<file path="config.mk">
export PLATFORM = sky130hd
export DESIGN_NAME = sadc_sequencer
export DESIGN_NICKNAME = d
export VERILOG_FILES = /design/src/core/sadc_pkg.sv /design/src/core/sadc_prescaler.sv /design/src/core/sadc_sequencer.sv
export SDC_FILE = /design/constraint.sdc
export NUM_CORES = 1
export LEC_CHECK = 0
export ABC_AREA = 0
export CAP_MARGIN = 20
export CORE_MARGIN = 2
export CORE_UTILIZATION = 41
export DETAILED_ROUTE_END_ITERATION = 7
export DONT_BUFFER_PORTS = 1
export GPL_TIMING_DRIVEN = 1
export MAX_ROUTING_LAYER = met4
export PLACE_DENSITY = 0.61
export SYNTH_ARGS = -nofsm -noshare
export SYNTH_HDL_FRONTEND = slang
export SYNTH_HIERARCHICAL = 1
export SYNTH_SLANG_ARGS = --single-unit
export TNS_END_PERCENT = 30
</file>
<file path="constraint.sdc">
create_clock -name mclk_i -period 4.45 [get_ports mclk_i]
set_input_delay 0.2225 -clock mclk_i [delete_from_list [all_inputs] [get_ports mclk_i]]
set_output_delay 0.2225 -clock mclk_i [all_outputs]
set_load 0.02 [all_outputs]
</file>
<file path="src/core/sadc_pkg.sv">
package sadc_pkg;
	// register byte offsets (word aligned)
	localparam logic [7:0] CTRL_OFS    = 8'h00;
	localparam logic [7:0] TIMING_OFS  = 8'h04;
	localparam logic [7:0] SELECT_OFS  = 8'h08;
	localparam logic [7:0] COMMAND_OFS = 8'h0C;
	localparam logic [7:0] INTCTRL_OFS = 8'h10;
	localparam logic [7:0] FLAGS_OFS   = 8'h14;
	localparam logic [7:0] RESULT_OFS  = 8'h18;
	localparam logic [7:0] STATUS_OFS  = 8'h1C;
	// control field positions
	localparam int CTRL_ENABLE_BIT   = 0;
	localparam int CTRL_FREE_RUNNING_ENABLE_BIT  = 1;
	localparam int CTRL_RESOLUTION_SELECT_BIT   = 2;
	localparam int CTRL_START_EVENT_INPUT_ENABLE_BIT  = 3;
	localparam int CTRL_DEBUG_RUN_ENABLE_BIT   = 4;
	localparam int CTRL_PRESCALER_SELECT_LSB    = 8;
	localparam int CTRL_ACCUM_LSB    = 12;
	localparam int TIMING_DLY_LSB    = 0;
	localparam int TIMING_LEN_LSB    = 8;
	localparam int SELECT_CHAN_LSB   = 0;
	localparam int SELECT_REF_LSB    = 8;
	// conversion timing in converter clocks (START_EXTRA in peripheral clocks)
	localparam int CONV_CYCLES       = 13;
	localparam int SAMPLE_BASE       = 2;
	localparam int START_EXTRA       = 2;
	localparam int RESULT_W          = 10;
	localparam logic [31:0] CTRL_RESET = 32'h0000_0000;
	localparam logic [31:0] ZERO_WORD  = 32'h0000_0000;

	// selections that are shadowed and locked together
	typedef struct packed {
		logic [4:0] input_channel_select;
		logic [2:0] reference_select;
	} sadc_sel_t;

	// wishbone request bundle
	typedef struct packed {
		logic        cyc;
		logic        stb;
		logic        we;
		logic [3:0]  sel;
		logic [7:0]  adr;
		logic [31:0] dat;
	} sadc_wb_req_t;

	typedef enum logic [2:0] {
		ST_IDLE = 3'b001,
		ST_WAIT = 3'b010,
		ST_CONV = 3'b100
	} sadc_state_t;
endpackage

</file>
<file path="src/core/sadc_prescaler.sv">
`timescale 1ns/10ps
// divides the peripheral clock; emits a one-cycle tick on each converter rising edge
module sadc_prescaler
	import sadc_pkg::*;
(
	input  wire logic       mclk_i,
	input  wire logic       reset_n_i,
	input  wire logic       hold_i,
	input  wire logic [2:0] prescaler_select_i,
	output logic            tick_o
);
	logic [8:0] count;
	logic [8:0] next_count;
	logic       next_tick;
	logic [8:0] half;

	// factor is 2^(sel+1); rising edge falls at half the period
	always_comb begin
		half       = 9'(1) << prescaler_select_i;
		next_count = count + 9'd1;
		if (hold_i || next_count == (half << 1)) begin
			next_count = '0;
		end
		next_tick = !hold_i && (count + 9'd1 == half);
	end

	always_ff @(posedge mclk_i) begin
		if (!reset_n_i) begin
			count  <= '0;
			tick_o <= 1'b0;
		end else begin
			count  <= next_count;
			tick_o <= next_tick;
		end
	end
endmodule

</file>
<file path="src/core/sadc_sequencer.sv">
// The implementer's own choices: the Wishbone interface to the registers and the placing of the registers.
`timescale 1ns/10ps
module sadc_sequencer
	import sadc_pkg::*;
(
	input  wire logic                 mclk_i,
	input  wire logic                 reset_n_i,
	input  wire logic                 wb_cyc_i,
	input  wire logic                 wb_stb_i,
	input  wire logic                 wb_we_i,
	input  wire logic [3:0]           wb_sel_i,
	input  wire logic [7:0]           wb_adr_i,
	input  wire logic [31:0]          wb_dat_i,
	output logic [31:0]               wb_dat_o,
	output logic                      wb_ack_o,
	input  wire logic                 debug_halt_i,
	input  wire logic                 start_event_i,
	input  wire logic                 global_irq_enable_i,
	input  wire logic [RESULT_W-1:0]  analog_data_i,
	output logic                      irq_o,
	output logic                      sample_hold_o,
	output logic                      converting_o,
	output sadc_sel_t                 active_sel_o
);
	// control state
	logic        enable;
	logic        free_running_enable;
	logic        resolution_select;
	logic        start_event_input_enable;
	logic        debug_run_enable;
	logic [2:0]  prescaler_select;
	logic [2:0]  accumulation_count;
	logic [7:0]  sample_delay;
	logic [7:0]  sample_length;
	sadc_sel_t   shadow_sel;
	logic        irq_enable;
	logic        start_conversion;
	logic        result_ready;
	logic [15:0] conversion_result;
	logic [15:0] accum;
	logic [6:0]  accum_done;
	sadc_state_t state;
	logic [9:0]  cycle;
	logic [2:0]  evt_sync;

	logic        next_enable;
	logic        next_free_running_enable;
	logic        next_resolution_select;
	logic        next_start_event_input_enable;
	logic        next_debug_run_enable;
	logic [2:0]  next_prescaler_select;
	logic [2:0]  next_accumulation_count;
	logic [7:0]  next_sample_delay;
	logic [7:0]  next_sample_length;
	sadc_sel_t   next_shadow_sel;
	logic        next_irq_enable;
	logic        next_start_conversion;
	logic        next_result_ready;
	logic [15:0] next_conversion_result;
	logic [15:0] next_accum;
	logic [6:0]  next_accum_done;
	sadc_state_t next_state;
	logic [9:0]  next_cycle;
	sadc_sel_t   next_active_sel;
	logic        next_sample_hold;
	logic        next_irq;
	logic [31:0] next_rdata;
	logic        next_ack;

	logic        tick;
	logic        run;
	logic        wr;
	logic        rd;
	logic        evt_edge;
	logic [9:0]  conv_len;
	logic [9:0]  sample_at;
	logic [6:0]  accum_target;

	function automatic logic hit(input logic [7:0] adr, input logic [7:0] ofs);
		hit = adr == ofs;
	endfunction

	// prescaler only runs while a conversion is waiting or running
	sadc_prescaler u_prescaler_select (
		.mclk_i             (mclk_i),
		.reset_n_i          (reset_n_i),
		.hold_i             (!enable || state == ST_IDLE || !run),
		.prescaler_select_i (prescaler_select),
		.tick_o             (tick)
	);

	// debug halt freezes the sequence unless debug_run_enable is set, but not the bus
	assign run      = !debug_halt_i || debug_run_enable;
	assign wr       = wb_cyc_i && wb_stb_i && wb_we_i && !wb_ack_o;
	assign rd       = wb_cyc_i && wb_stb_i && !wb_we_i && !wb_ack_o;
	assign evt_edge = evt_sync[1] && !evt_sync[2];
	// delays stretch sampling and so the whole conversion
	assign conv_len  = 10'(CONV_CYCLES) + 10'(sample_delay) + 10'(sample_length);
	assign sample_at = 10'(SAMPLE_BASE) + 10'(sample_delay) + 10'(sample_length);
	assign accum_target = 7'(1) << accumulation_count;

	// event input crosses in from the event system
	always_ff @(posedge mclk_i) begin
		if (!reset_n_i) begin
			evt_sync <= '0;
		end else begin
			evt_sync <= {evt_sync[1:0], start_event_i};
		end
	end

	// register writes, sequencing and flags
	always_comb begin
		next_enable                   = enable;
		next_free_running_enable      = free_running_enable;
		next_resolution_select        = resolution_select;
		next_start_event_input_enable = start_event_input_enable;
		next_debug_run_enable         = debug_run_enable;
		next_prescaler_select         = prescaler_select;
		next_accumulation_count       = accumulation_count;
		next_sample_delay             = sample_delay;
		next_sample_length            = sample_length;
		next_shadow_sel               = shadow_sel;
		next_irq_enable               = irq_enable;
		next_start_conversion         = start_conversion;
		next_result_ready             = result_ready;
		next_conversion_result        = conversion_result;
		next_accum                    = accum;
		next_accum_done               = accum_done;
		next_state                    = state;
		next_cycle                    = cycle;
		next_active_sel               = active_sel_o;
		next_sample_hold              = 1'b0;

		if (wr && hit(wb_adr_i, CTRL_OFS) && wb_sel_i[0]) begin
			next_enable                   = wb_dat_i[CTRL_ENABLE_BIT];
			next_free_running_enable      = wb_dat_i[CTRL_FREE_RUNNING_ENABLE_BIT];
			next_resolution_select        = wb_dat_i[CTRL_RESOLUTION_SELECT_BIT];
			next_start_event_input_enable = wb_dat_i[CTRL_START_EVENT_INPUT_ENABLE_BIT];
			next_debug_run_enable         = wb_dat_i[CTRL_DEBUG_RUN_ENABLE_BIT];
		end
		if (wr && hit(wb_adr_i, CTRL_OFS) && wb_sel_i[1]) begin
			next_prescaler_select   = wb_dat_i[CTRL_PRESCALER_SELECT_LSB +: 3];
			next_accumulation_count = wb_dat_i[CTRL_ACCUM_LSB +: 3];
		end
		if (wr && hit(wb_adr_i, TIMING_OFS)) begin
			if (wb_sel_i[0]) begin
				next_sample_delay = wb_dat_i[TIMING_DLY_LSB +: 8];
			end
			if (wb_sel_i[1]) begin
				next_sample_length = wb_dat_i[TIMING_LEN_LSB +: 8];
			end
		end
		// software only ever reaches the shadow copy
		if (wr && hit(wb_adr_i, SELECT_OFS)) begin
			if (wb_sel_i[0]) begin
				next_shadow_sel.input_channel_select = wb_dat_i[SELECT_CHAN_LSB +: 5];
			end
			if (wb_sel_i[1]) begin
				next_shadow_sel.reference_select = wb_dat_i[SELECT_REF_LSB +: 3];
			end
		end
		if (wr && hit(wb_adr_i, INTCTRL_OFS) && wb_sel_i[0]) begin
			next_irq_enable = wb_dat_i[0];
		end
		// write-one or result read clears; completion below wins
		if ((wr && hit(wb_adr_i, FLAGS_OFS) && wb_sel_i[0] && wb_dat_i[0]) ||
			(rd && hit(wb_adr_i, RESULT_OFS))) begin
			next_result_ready = 1'b0;
		end

		// start by command one or event edge; zero written is ignored
		if (next_enable && state == ST_IDLE &&
			((wr && hit(wb_adr_i, COMMAND_OFS) && wb_sel_i[0] && wb_dat_i[0]) ||
			(start_event_input_enable && evt_edge))) begin
			next_start_conversion = 1'b1;
			next_state            = ST_WAIT;
			next_accum            = '0;
			next_accum_done       = '0;
		end

		// shadow follows into active while idle and enabled, and again at cycle conv_len - 1 of each conversion
		if (enable && state == ST_IDLE) begin
			next_active_sel = shadow_sel;
		end

		if (!enable) begin
			next_state            = ST_IDLE;
			next_start_conversion = 1'b0;
		end else if (run && tick) begin
			case (state)
				ST_WAIT: begin
					// first converter edge after the trigger starts it
					next_state = ST_CONV;
					next_cycle = 10'd1;
				end
				ST_CONV: begin
					next_cycle = cycle + 10'd1;
					if (cycle == sample_at) begin
						next_sample_hold = 1'b1;
					end
					if (cycle == conv_len - 10'd1) begin
						next_active_sel = shadow_sel;
					end
					if (cycle == conv_len) begin
						next_cycle      = 10'd1;
						next_accum      = accum + 16'(analog_data_i);
						next_accum_done = accum_done + 7'd1;
						if (accum_done + 7'd1 == accum_target) begin
							// whole accumulated sequence done
							next_result_ready      = 1'b1;
							next_conversion_result = accum + 16'(analog_data_i);
							next_accum             = '0;
							next_accum_done        = '0;
							if (!free_running_enable) begin
								next_start_conversion = 1'b0;
								next_state            = ST_IDLE;
							end
						end
						// free-running: next conversion starts at once
					end
				end
				default: begin
					next_state = ST_IDLE;
				end
			endcase
		end else if (state == ST_CONV) begin
			// locked while converting, no shadow transfer
			next_active_sel = active_sel_o;
		end

		next_irq = next_result_ready && next_irq_enable && global_irq_enable_i;
	end

	// bus read mux
	always_comb begin
		next_rdata = ZERO_WORD;
		next_ack   = wb_cyc_i && wb_stb_i && !wb_ack_o;
		case (wb_adr_i)
			CTRL_OFS: begin
				next_rdata = {17'd0, accumulation_count, 1'b0, prescaler_select, 3'd0,
					debug_run_enable, start_event_input_enable, resolution_select,
					free_running_enable, enable};
			end
			TIMING_OFS:  next_rdata = {16'd0, sample_length, sample_delay};
			SELECT_OFS:  next_rdata = {21'd0, shadow_sel.reference_select, 3'd0,
				shadow_sel.input_channel_select};
			COMMAND_OFS: next_rdata = {31'd0, start_conversion};
			INTCTRL_OFS: next_rdata = {31'd0, irq_enable};
			FLAGS_OFS:   next_rdata = {31'd0, result_ready};
			RESULT_OFS:  next_rdata = {16'd0, conversion_result};
			STATUS_OFS:  next_rdata = {24'd0, 5'(state), 3'(active_sel_o.reference_select)};
			default:     next_rdata = ZERO_WORD;
		endcase
	end

	always_ff @(posedge mclk_i) begin
		if (!reset_n_i) begin
			enable                   <= CTRL_RESET[CTRL_ENABLE_BIT];
			free_running_enable      <= 1'b0;
			resolution_select        <= 1'b0;
			start_event_input_enable <= 1'b0;
			debug_run_enable         <= 1'b0;
			prescaler_select         <= '0;
			accumulation_count       <= '0;
			sample_delay             <= '0;
			sample_length            <= '0;
			shadow_sel               <= '0;
			irq_enable               <= 1'b0;
			start_conversion         <= 1'b0;
			result_ready             <= 1'b0;
			conversion_result        <= '0;
			accum                    <= '0;
			accum_done               <= '0;
			state                    <= ST_IDLE;
			cycle                    <= '0;
			active_sel_o             <= '0;
			sample_hold_o            <= 1'b0;
			converting_o             <= 1'b0;
			irq_o                    <= 1'b0;
			wb_dat_o                 <= '0;
			wb_ack_o                 <= 1'b0;
		end else begin
			enable                   <= next_enable;
			free_running_enable      <= next_free_running_enable;
			resolution_select        <= next_resolution_select;
			start_event_input_enable <= next_start_event_input_enable;
			debug_run_enable         <= next_debug_run_enable;
			prescaler_select         <= next_prescaler_select;
			accumulation_count       <= next_accumulation_count;
			sample_delay             <= next_sample_delay;
			sample_length            <= next_sample_length;
			shadow_sel               <= next_shadow_sel;
			irq_enable               <= next_irq_enable;
			start_conversion         <= next_start_conversion;
			result_ready             <= next_result_ready;
			conversion_result        <= next_conversion_result;
			accum                    <= next_accum;
			accum_done               <= next_accum_done;
			state                    <= next_state;
			cycle                    <= next_cycle;
			active_sel_o             <= next_active_sel;
			sample_hold_o            <= next_sample_hold;
			converting_o             <= next_state == ST_CONV;
			irq_o                    <= next_irq;
			wb_dat_o                 <= next_rdata;
			wb_ack_o                 <= next_ack;
		end
	end
endmodule

</file>
== Word level (Yosys, flattened, before mapping) ==
Index checks and enable logic that the tools add are counted.

* Shift operators: 2
* Equal/unequal tests: 18
* Reductions and logical operators: 53
* Add/subtract/negate cells: 9
* Bitwise gates (word level): 1
* Multiplexer cells: 43

{| class="wikitable"
|+ Operator list
! kind !! number
|-
| $pmux W16 S8 || 1
|-
| $mux W16 || 6
|-
| $mux W8 || 6
|-
| $mux W7 || 6
|-
| $eq A8 B5 Y1 const B || 4
|-
| $eq A10 B10 Y1 || 3
|-
| $logic_and A1 B1 Y1 || 29
|-
| $add A9 B8 Y10 || 2
|-
| $pmux W10 S2 || 1
|-
| $eq A9 B9 Y1 || 2
|-
| $mux W3 || 6
|-
| $add A16 B10 Y16 || 1
|-
| $eq A8 B4 Y1 const B || 2
|-
| $mux W1 || 15
|-
| $add A10 B1 Y10 const B || 1
|-
| $mux W10 || 1
|-
| $reduce_and A2 Y1 || 5
|-
| $sub A10 B1 Y10 const B || 1
|-
| $add A2 B8 Y9 const A || 1
|-
| $add A4 B8 Y9 const A || 1
|-
| $add A9 B1 Y9 const B || 1
|-
| $shl A1 B3 Y9 const A || 1
|-
| $eq A8 B3 Y1 const B || 1
|-
| $logic_not A8 Y1 || 1
|-
| other kinds (16) || 28
|}

* Flip-flop bits (word level): 147
* Input port bits: 62
* Word-level logic and storage cells: 155

== Logic depth before layout (Yosys ltp) ==
Gate-level depths: netlist of run 1.

* Depth in word-level cells: 16
* Depth in mapped cells: 14

== Cells and area by module ==
The synthesis of run 1 kept the hierarchy.

{| class="wikitable"
|+ By module, submodules not included
! module !! cells each !! instances !! area an instance (µm²)
|-
| sadc_sequencer || 905 || 1 || 7433.4
|-
| sadc_prescaler || 116 || 1 || 894.6
|}

== Least setup slack after synthesis of run 1 ==
No wires, ideal clock.

* Kind: register -> register
* Start point: register sample_delay[1]
* End point: register cycle[7]
* Data required time: 4.325 ns
* Arrival time: 3.370 ns
* Period minus slack after synthesis: 3.495 ns
* Stages on the path, launching flop included: 14
* Setup slack: 0.955 ns
* Path buffers: 1
* Setup time: 0.125 ns
* Cells stage by stage: dfxtp_1 inv_1 ha_1 ha_1 fa_1 a211o_1 and3_1 o211ai_2 or4b_1 o311ai_2 buf_2 nor2_1 o21ai_0 o41ai_1

* Longest elaborated chain between the ends: 5

{| class="wikitable"
|+ RTL lines
! item !! line !! source
|-
| start: declaration || sadc_sequencer.sv:33 || <nowiki>logic [7:0] sample_delay;</nowiki>
|-
| start signal: assignment || sadc_sequencer.sv:290 || <nowiki>sample_delay <= next_sample_delay;</nowiki>
|-
| $add A4 B8 Y9 || sadc_sequencer.sv:98 || <nowiki>assign conv_len = 10'(CONV_CYCLES) + 10'(sample_delay) + 10'(sample_length);</nowiki>
|-
| $add A9 B8 Y10 || sadc_sequencer.sv:98 ||
|-
| $eq A10 B10 Y1 || sadc_sequencer.sv:204 || <nowiki>if (cycle == conv_len) begin</nowiki>
|-
| $mux W10 || sadc_sequencer.sv:204 ||
|-
| $pmux W10 S2 || sadc_sequencer.sv:190 || <nowiki>case (state)</nowiki>
|-
| end signal: assignment || sadc_sequencer.sv:300 || <nowiki>cycle <= next_cycle;</nowiki>
|-
| end: declaration || sadc_sequencer.sv:43 || <nowiki>logic [9:0] cycle;</nowiki>
|}

Every way passes these cells.
A chain may end at the register's enable or synchronous reset.

== Worst setup path after layout of run 1 ==
* Start point: register sample_delay[1]
* End point: register conversion_result[10]

* Longest elaborated chain between the ends: 4

{| class="wikitable"
|+ RTL lines
! item !! line !! source
|-
| $add A4 B8 Y9 || sadc_sequencer.sv:98 ||
|-
| $add A9 B8 Y10 || sadc_sequencer.sv:98 ||
|-
| $eq A10 B10 Y1 || sadc_sequencer.sv:204 ||
|-
| $reduce_and A5 Y1 (no source line) || - ||
|-
| end signal: assignment || sadc_sequencer.sv:296 || <nowiki>conversion_result <= next_conversion_result;</nowiki>
|-
| end: declaration || sadc_sequencer.sv:39 || <nowiki>logic [15:0] conversion_result;</nowiki>
|}

Every way passes these cells.

==> results.rst, run 1 <==
.. list-table::
   :header-rows: 1

   * - Metric
     - Value
   * - Outcome
     - complete, no violations
   * - Detailed-router iteration count before antenna repair
     - 5
   * - Total number of nets in the final design
     - 1114
   * - Type of the setup path with the least slack
     - register to register
   * - Post-synthesis instance area
     - 8330 µm²
   * - CTS Hold Bufs
     - 22
   * - Post-route ant nets
     - 0
   * - Maximum number of pins on one net before global-route repair
     - 76
   * - Design Power
     - 2.55 mW
   * - Final critical path time including I/O delays and setup
     - 4.08 ns
   * - Buffers & Inverters on Critical Path
     - 3
   * - Top-level port count
     - 106
   * - Path class of the lowest-slack min-delay path
     - input pin to register
   * - Detail-routed via count per cell
     - 5.63
   * - HPWL after detailed placement
     - 16300 µm
   * - Maximum clock rate
     - 245 MHz
   * - Number of cells on the critical path
     - 14
   * - TritonCTS Buffers
     - 17
   * - Total GRT Usage
     - 0.220
   * - R2R Path Start
     - sample_delay[1]
   * - Number of flip-flops and latches in the synthesized netlist
     - 131
   * - Biggest cell delay along the critical path
     - 0.47 ns
   * - Quantity of I/O buffers inserted on ports
     - 0
   * - Number of sinks handled by clock tree synthesis
     - 131
   * - Ordered list of cells on the worst path
     - inv_1, ha_1, ha_1, fa_1, a211o_1, and3_1, o211ai_2, nand3_1, nor4b_1, buf_4, nand4_1, buf_4, or3b_1, a21oi_1
   * - CTS Root Buffer Type
     - sky130_fd_sc_hd__clkbuf_16
   * - Vias in the first global route
     - 6715
   * - Fraction of post-synthesis cell area in the top cell type by area
     - 0.315
   * - Count leader, synth
     - sky130_fd_sc_hd__dfxtp_1
   * - Initial antenna violation count
     - 0
   * - Worst Reg-to-Reg Cells
     - 14
   * - Number of remaining DRC errors
     - 0
   * - Peak supply drop
     - 0.000259 V
   * - Postcts setup bufs
     - 0
   * - Count of instances resized after the clock tree is built
     - 0
   * - Final clock period utilization by the worst path
     - 0.917
   * - Fill count
     - 1963
   * - Setup repair after global routing missed its margin
     - false
   * - Die area
     - 21500 µm²
   * - Area of the core region
     - 20100 µm²
   * - Max_slew headroom
     - 0.362
   * - Number of cells on the worst hold path
     - 2
   * - Most common library cells after synthesis
     - sky130_fd_sc_hd__dfxtp_1, sky130_fd_sc_hd__nor2_1, sky130_fd_sc_hd__nand2_1, sky130_fd_sc_hd__a21oi_1, sky130_fd_sc_hd__nand3_1
   * - Wire length of the first global-routing pass
     - 36300 µm
   * - Detailed router's first-iteration violation count
     - 502
   * - Proportion of synthesized chip area in sequential cells
     - 0.315
   * - Slew at the pin closest to its max-slew limit
     - 0.955 ns
   * - Endpoint class of the critical path
     - register
   * - Slowest cell on crit path
     - sky130_fd_sc_hd__fa_1
   * - Number of cell rows
     - 52
   * - Avg Inst Size Synth
     - 8.16 µm²
   * - Die extent in y
     - 147 µm
   * - Placer congestion estimate
     - 0.896
   * - Number of synthesis warnings
     - 6
   * - Endpoint arrival time on the critical path
     - 4.42 ns
   * - Die width
     - 147 µm
   * - Number of enable-type register cells in the synthesized netlist
     - 0
   * - Via total after detailed routing
     - 7279
   * - Total count of hold-check failures in the final report
     - 0
   * - Routed WL per cell
     - 17.6 µm
   * - WHS
     - 0.0239 ns
   * - Clock input transition at the sequential cells of the worst setup and hold paths
     - 0.06 ns
   * - Accumulated negative setup slack
     - 0 ns
   * - Cell types occupying the most area after synthesis
     - sky130_fd_sc_hd__dfxtp_1, sky130_fd_sc_hd__ha_1, sky130_fd_sc_hd__mux2i_1, sky130_fd_sc_hd__nor2_1, sky130_fd_sc_hd__nand2_1
   * - Total wire length
     - 22800 µm
   * - Final setup violating endpoints
     - 0
   * - Setup crit start kind
     - register
   * - Effective utilization at floorplan
     - 0.414
   * - Remaining Overflow, GRT
     - 0
   * - Layout cell share with drive strength beyond 1
     - 0.0616
   * - Worst Skew
     - 0.00648 ns
   * - Power density cells
     - 278 nW/µm²
   * - Required time worst endpoint
     - 4.79 ns
   * - Most area-hungry cell type in the Yosys netlist
     - sky130_fd_sc_hd__dfxtp_1
   * - Max-slew violation total from the final report
     - 0
   * - Critical path's top delay family
     - simple AND/OR/NAND/NOR gates
   * - Ys flop type
     - sky130_fd_sc_hd__dfxtp_1
   * - Gate Count Post-Synth
     - 1021
   * - Clock tree from TritonCTS
     - yes
   * - Insertion delay of the later-clocked pin in the worst-skew pair
     - 0.41 ns
   * - Critical path peak fanout
     - 22
   * - Area added between synthesis and finish
     - 10.2%
   * - Source of the worst hold timing path
     - wb_adr_i[3]
   * - Worst setup startpoint
     - sample_delay[1]
   * - Number of H-tree levels
     - 4
   * - Maximum clock path buffer count
     - 2
   * - Max-capacitance violation count
     - 0
   * - Leakage
     - 3.61 nW
   * - Number of distinct library cells after synthesis
     - 76
   * - Ys async rst share
     - 0
==> where the power goes <==
part,switching (mW),internal (mW)
clock,0.523,0.770
combinational,0.0564,0.0286
sequential,0.000941,1.17
total,0.580,1.97
==> sequential cells by signal (all words and copies together), names as in the netlist, 7 cells and up <==
name	cells
u_prescaler_select/count	9
wb_dat_o	16
accum_done	7
accum	16
conversion_result	16
cycle	10
sample_length	8
shadow_sel	8
sample_delay	8
active_sel_o	8
==> layout make-up <==
cell class | count | area [µm²] | area share
repair buffers | 33 | 310 | 0.0338
well taps | 270 | 338 | 0.0368
multi-input cells | 797 | 5250 | 0.572
diodes | 1 | 2.50 | 0.000273
clock inverters | 10 | 88.8 | 0.00968
flip-flops and latches | 131 | 2620 | 0.286
clock buffers | 19 | 443 | 0.0483
inverters | 32 | 120 | 0.0131
==> layout by cell type (no fill, tap or decap), types with 11 or more instances in the layout <==
master | Yosys | layout
sky130_fd_sc_hd__nor2_1 | 106 | 106
sky130_fd_sc_hd__a22oi_1 | 31 | 31
sky130_fd_sc_hd__ha_1 | 37 | 37
sky130_fd_sc_hd__mux2i_1 | 43 | 43
sky130_fd_sc_hd__a211oi_1 | 11 | 11
sky130_fd_sc_hd__conb_1 | 1 | 16
sky130_fd_sc_hd__nor2b_1 | 16 | 16
sky130_fd_sc_hd__inv_1 | 32 | 31
sky130_fd_sc_hd__and3_1 | 15 | 15
sky130_fd_sc_hd__nand2_1 | 97 | 97
sky130_fd_sc_hd__xor2_1 | 13 | 13
sky130_fd_sc_hd__dfxtp_1 | 131 | 131
sky130_fd_sc_hd__a21oi_1 | 57 | 57
sky130_fd_sc_hd__clkbuf_16 | 0 | 17
sky130_fd_sc_hd__nand4_1 | 12 | 12
sky130_fd_sc_hd__nand3_1 | 56 | 56
sky130_fd_sc_hd__nor3_1 | 21 | 21
sky130_fd_sc_hd__a21o_1 | 17 | 17
sky130_fd_sc_hd__and2_1 | 13 | 13
sky130_fd_sc_hd__dlygate4sd3_1 | 0 | 22
sky130_fd_sc_hd__xnor2_1 | 40 | 40
sky130_fd_sc_hd__o21ai_0 | 43 | 43
==> worst paths after layout <==
| path | to | slack, ns |
|---|---|---|
| max | conversion_result[10] | 0.37 |
| max reg2reg | conversion_result[10] | 0.37 |
| min | wb_dat_o[0] | 0.02 |
| min reg2reg | evt_sync[1] | 0.43 |
==> stage by stage <==
step                cell area, µm²   util  setup slack [ns]  instances
finish                        9180  0.456             0.370       1293
global route                  9180  0.456             0.192       1292
CTS                           9160  0.456             0.412       1291
detailed placement            8410  0.418             0.461       1240
global placement              8410  0.418             0.429       1240
floorplan                     8380      -             0.955       1036
==> metal layers <==
layer / GRT usage / vias up / part of all wire
li1: - / 3598 / -
met1: 0.292 / 3450 / 0.47
met2: 0.338 / 203 / 0.46
met3: 0.0491 / 28 / 0.051
met4: 0.0587 / 0 / 0.018
met5: - / - / 0
==> cell families (layout without fill, tap and decap cells) <==
group           after synthesis  count (layout)  share of synthesized area
compound gates              228             228                      0.188
fa+ha+maj                    40              40                     0.0628
buf+inv                     108              94                     0.0611
mux                          50              50                     0.0611
flops                       131             131                      0.315
xor+xnor                     57              57                     0.0658
simple gates                406             406                      0.246
other cells                   1              17                   0.000450
Power figures use the tool's default switching activity.
==> inputs of run 2 (changes only) <==
--- a/config.mk
+++ b/config.mk
@@ -7,6 +7,7 @@
 export LEC_CHECK = 0
 export ABC_AREA = 0
 export CAP_MARGIN = 20
+export CORE_ASPECT_RATIO = 1.4
 export CORE_MARGIN = 2
 export CORE_UTILIZATION = 41
 export DETAILED_ROUTE_END_ITERATION = 7
==> run 2 against run 1 <==
Register-to-register slack improved by 0.14 ns. Highest routed layer unchanged. Final cell count decreased by 1.5%. Routed wire length increased by 0.72%. Final area increased by 0.12%. Clock power increased by 9%. Fmax increased by 3.6%. Largest power group unchanged.
==> results.rst, run 2 (synthesized netlist as in run 1, its figures left out) <==
.. list-table::
   :header-rows: 1

   * - Metric
     - Value
   * - Outcome
     - complete, no violations
   * - Leading registers by flop count
     - accum x16, conversion_result x16, wb_dat_o x16
   * - Clock tree from TritonCTS
     - yes
   * - Maximum clock rate
     - 254 MHz
   * - Die extent in y
     - 173 µm
   * - Fill count
     - 1974
   * - Remaining Overflow, GRT
     - 0
   * - Worst Skew
     - 0.00840 ns
   * - Area of the core region
     - 19900 µm²
   * - Total wire length
     - 22900 µm
   * - CTS Root Buffer Type
     - sky130_fd_sc_hd__clkbuf_16
   * - Total GRT Usage
     - 0.216
   * - Peak supply drop
     - 0.000228 V
   * - Total number of nets in the final design
     - 1111
   * - Clock input transition at the sequential cells of the worst setup and hold paths
     - 0.06 ns
   * - Layout cell share with drive strength beyond 1
     - 0.0646
   * - Critical path peak fanout
     - 6
   * - Max-capacitance violation count
     - 0
   * - Detailed-router iteration count before antenna repair
     - 6
   * - Post-Place Cells
     - 1222
   * - Ordered list of cells on the worst path
     - inv_1, ha_1, ha_1, fa_1, a211o_1, and3_1, o211ai_2, or4b_1, nor3_1, nor2_1, mux2_2, nor2_1
   * - Vias in the first global route
     - 6871
   * - Detail-routed via count per cell
     - 5.81
   * - Most common cell after layout, fill and taps aside
     - sky130_fd_sc_hd__dfxtp_1
   * - Quantity of I/O buffers inserted on ports
     - 0
   * - Slew at the pin closest to its max-slew limit
     - 1.04 ns
   * - Effective utilization at floorplan
     - 0.418
   * - Worst Reg-to-Reg Cells
     - 12
   * - Top-level port count
     - 106
   * - Setup slack of the worst register-to-register path
     - 0.51 ns
   * - Area added between synthesis and finish
     - 10.3%
   * - Buffers & Inverters on Critical Path
     - 1
   * - Die area
     - 21500 µm²
   * - Max-slew violation total from the final report
     - 0
   * - Count of instances resized after the clock tree is built
     - 0
   * - Number of cell rows
     - 61
   * - Endpoint arrival time on the critical path
     - 4.29 ns
   * - Final Instance Count excl. Fillers
     - 1274
   * - Top library cells by usage in the layout, fill and taps aside
     - sky130_fd_sc_hd__dfxtp_1, sky130_fd_sc_hd__nor2_1, sky130_fd_sc_hd__nand2_1, sky130_fd_sc_hd__a21oi_1, sky130_fd_sc_hd__nand3_1
   * - Critical path's top delay family
     - simple AND/OR/NAND/NOR gates
   * - Footprint of the flip-flops and latches
     - 2620 µm²
   * - Placer congestion estimate
     - 0.926
   * - Maximum clock path buffer count
     - 2
   * - Endpoint class of the critical path
     - register
   * - CTS Hold Bufs
     - 20
   * - Area occupied by multi-input gates
     - 5250 µm²
   * - Final critical path time including I/O delays and setup
     - 3.94 ns
   * - Setup repair after global routing missed its margin
     - false
   * - Path class of the lowest-slack min-delay path
     - input pin to register
   * - Die width
     - 124 µm
   * - Insertion delay of the later-clocked pin in the worst-skew pair
     - 0.42 ns
   * - Destination of the worst register-to-register timing path
     - cycle[0]
   * - Accumulated negative setup slack
     - 0 ns
   * - Type of the setup path with the least slack
     - register to register
   * - Final setup violating endpoints
     - 0
   * - Setup crit start kind
     - register
   * - Number of remaining DRC errors
     - 0
   * - Destination of the critical timing path
     - cycle[0]
   * - Worst setup startpoint
     - sample_delay[1]
   * - HPWL after detailed placement
     - 17000 µm
   * - Maximum number of pins on one net before global-route repair
     - 76
   * - Slowest cell on crit path
     - sky130_fd_sc_hd__or4b_1
   * - Postcts setup bufs
     - 0
   * - Number of sinks handled by clock tree synthesis
     - 131
   * - Source of the worst hold timing path
     - reset_n_i
   * - Final clock period utilization by the worst path
     - 0.885
   * - Number of cells on the critical path
     - 12
   * - R2R Path Start
     - sample_delay[1]
   * - Max_slew headroom
     - 0.303
   * - Leakage
     - 3.63 nW
   * - Initial antenna violation count
     - 0
   * - TritonCTS Buffers
     - 17
   * - Total count of hold-check failures in the final report
     - 0
   * - Biggest cell delay along the critical path
     - 0.52 ns
   * - Post-route ant nets
     - 0
   * - Number of H-tree levels
     - 4
   * - Routed WL per cell
     - 18.0 µm
   * - Wire length of the first global-routing pass
     - 36500 µm
   * - Power density cells
     - 290 nW/µm²
   * - Via total after detailed routing
     - 7407
   * - Number of antenna diodes
     - 0
   * - Required time worst endpoint
     - 4.80 ns
   * - Detailed router's first-iteration violation count
     - 536
==> run 2: worst reg2reg max path, stage by stage, from the launching register on <==
cell	delay (ns)
sky130_fd_sc_hd__dfxtp_1	0.38
sky130_fd_sc_hd__inv_1	0.06
sky130_fd_sc_hd__ha_1	0.31
sky130_fd_sc_hd__ha_1	0.23
sky130_fd_sc_hd__fa_1	0.48
sky130_fd_sc_hd__a211o_1	0.37
sky130_fd_sc_hd__and3_1	0.18
sky130_fd_sc_hd__o211ai_2	0.32
sky130_fd_sc_hd__or4b_1	0.52
sky130_fd_sc_hd__nor3_1	0.47
sky130_fd_sc_hd__nor2_1	0.18
sky130_fd_sc_hd__mux2_2	0.30
sky130_fd_sc_hd__nor2_1	0.08
==> run 2: final cells by class <==
cell class / count / share of cell area
Clock buffer: 19 / 0.0482
Timing Repair Buffer: 30 / 0.0310
Tap cell: 252 / 0.0343
Sequential cell: 131 / 0.285
Inverter: 32 / 0.0131
Clock inverter: 13 / 0.0163
Multi-Input combinational cell: 797 / 0.572
==> run 2: through the flow <==
stage               hold slack [ns]  power (mW)  utilization  setup WS [ns]  area (µm²)
floorplan                     0.339        1.27            -          0.955        8380
global placement              0.353        1.26        0.421          0.560        8390
detailed placement            0.351        1.26        0.421          0.525        8390
CTS                         0.00252        2.69        0.461          0.500        9190
global route                 0.0287        2.74        0.461          0.168        9190
finish                       0.0210        2.66        0.461          0.513        9190
==> run 2: per-layer routing <==
layer | routed length (µm) | GRT usage | vias to the layer above
met5 | 0 | - | -
met4 | 1010 | 0.107 | 0
met3 | 933 | 0.0325 | 65
met2 | 11600 | 0.366 | 231
met1 | 9440 | 0.248 | 3490
li1 | - | - | 3621
==> run 2: how the worst min path moves through the flow <==
stage	endpoint	slack, ns	depth (start not counted)
6_report	state[2]	0.02	2
3_5_place_dp	irq_o	0.35	2
5_1_grt	active_sel_o[2]	0.03	2
3_3_place_gp	irq_o	0.35	2
4_1_cts	state[2]	0.003	2
2_1_floorplan	irq_o	0.34	2
==> run 2: report_power, final <==
group | internal, mW | switching, mW | leakage, nW
registers | 1.17 | 0.00101 | 1.06
logic | 0.0274 | 0.0552 | 2.28
clock network | 0.849 | 0.554 | 0.290
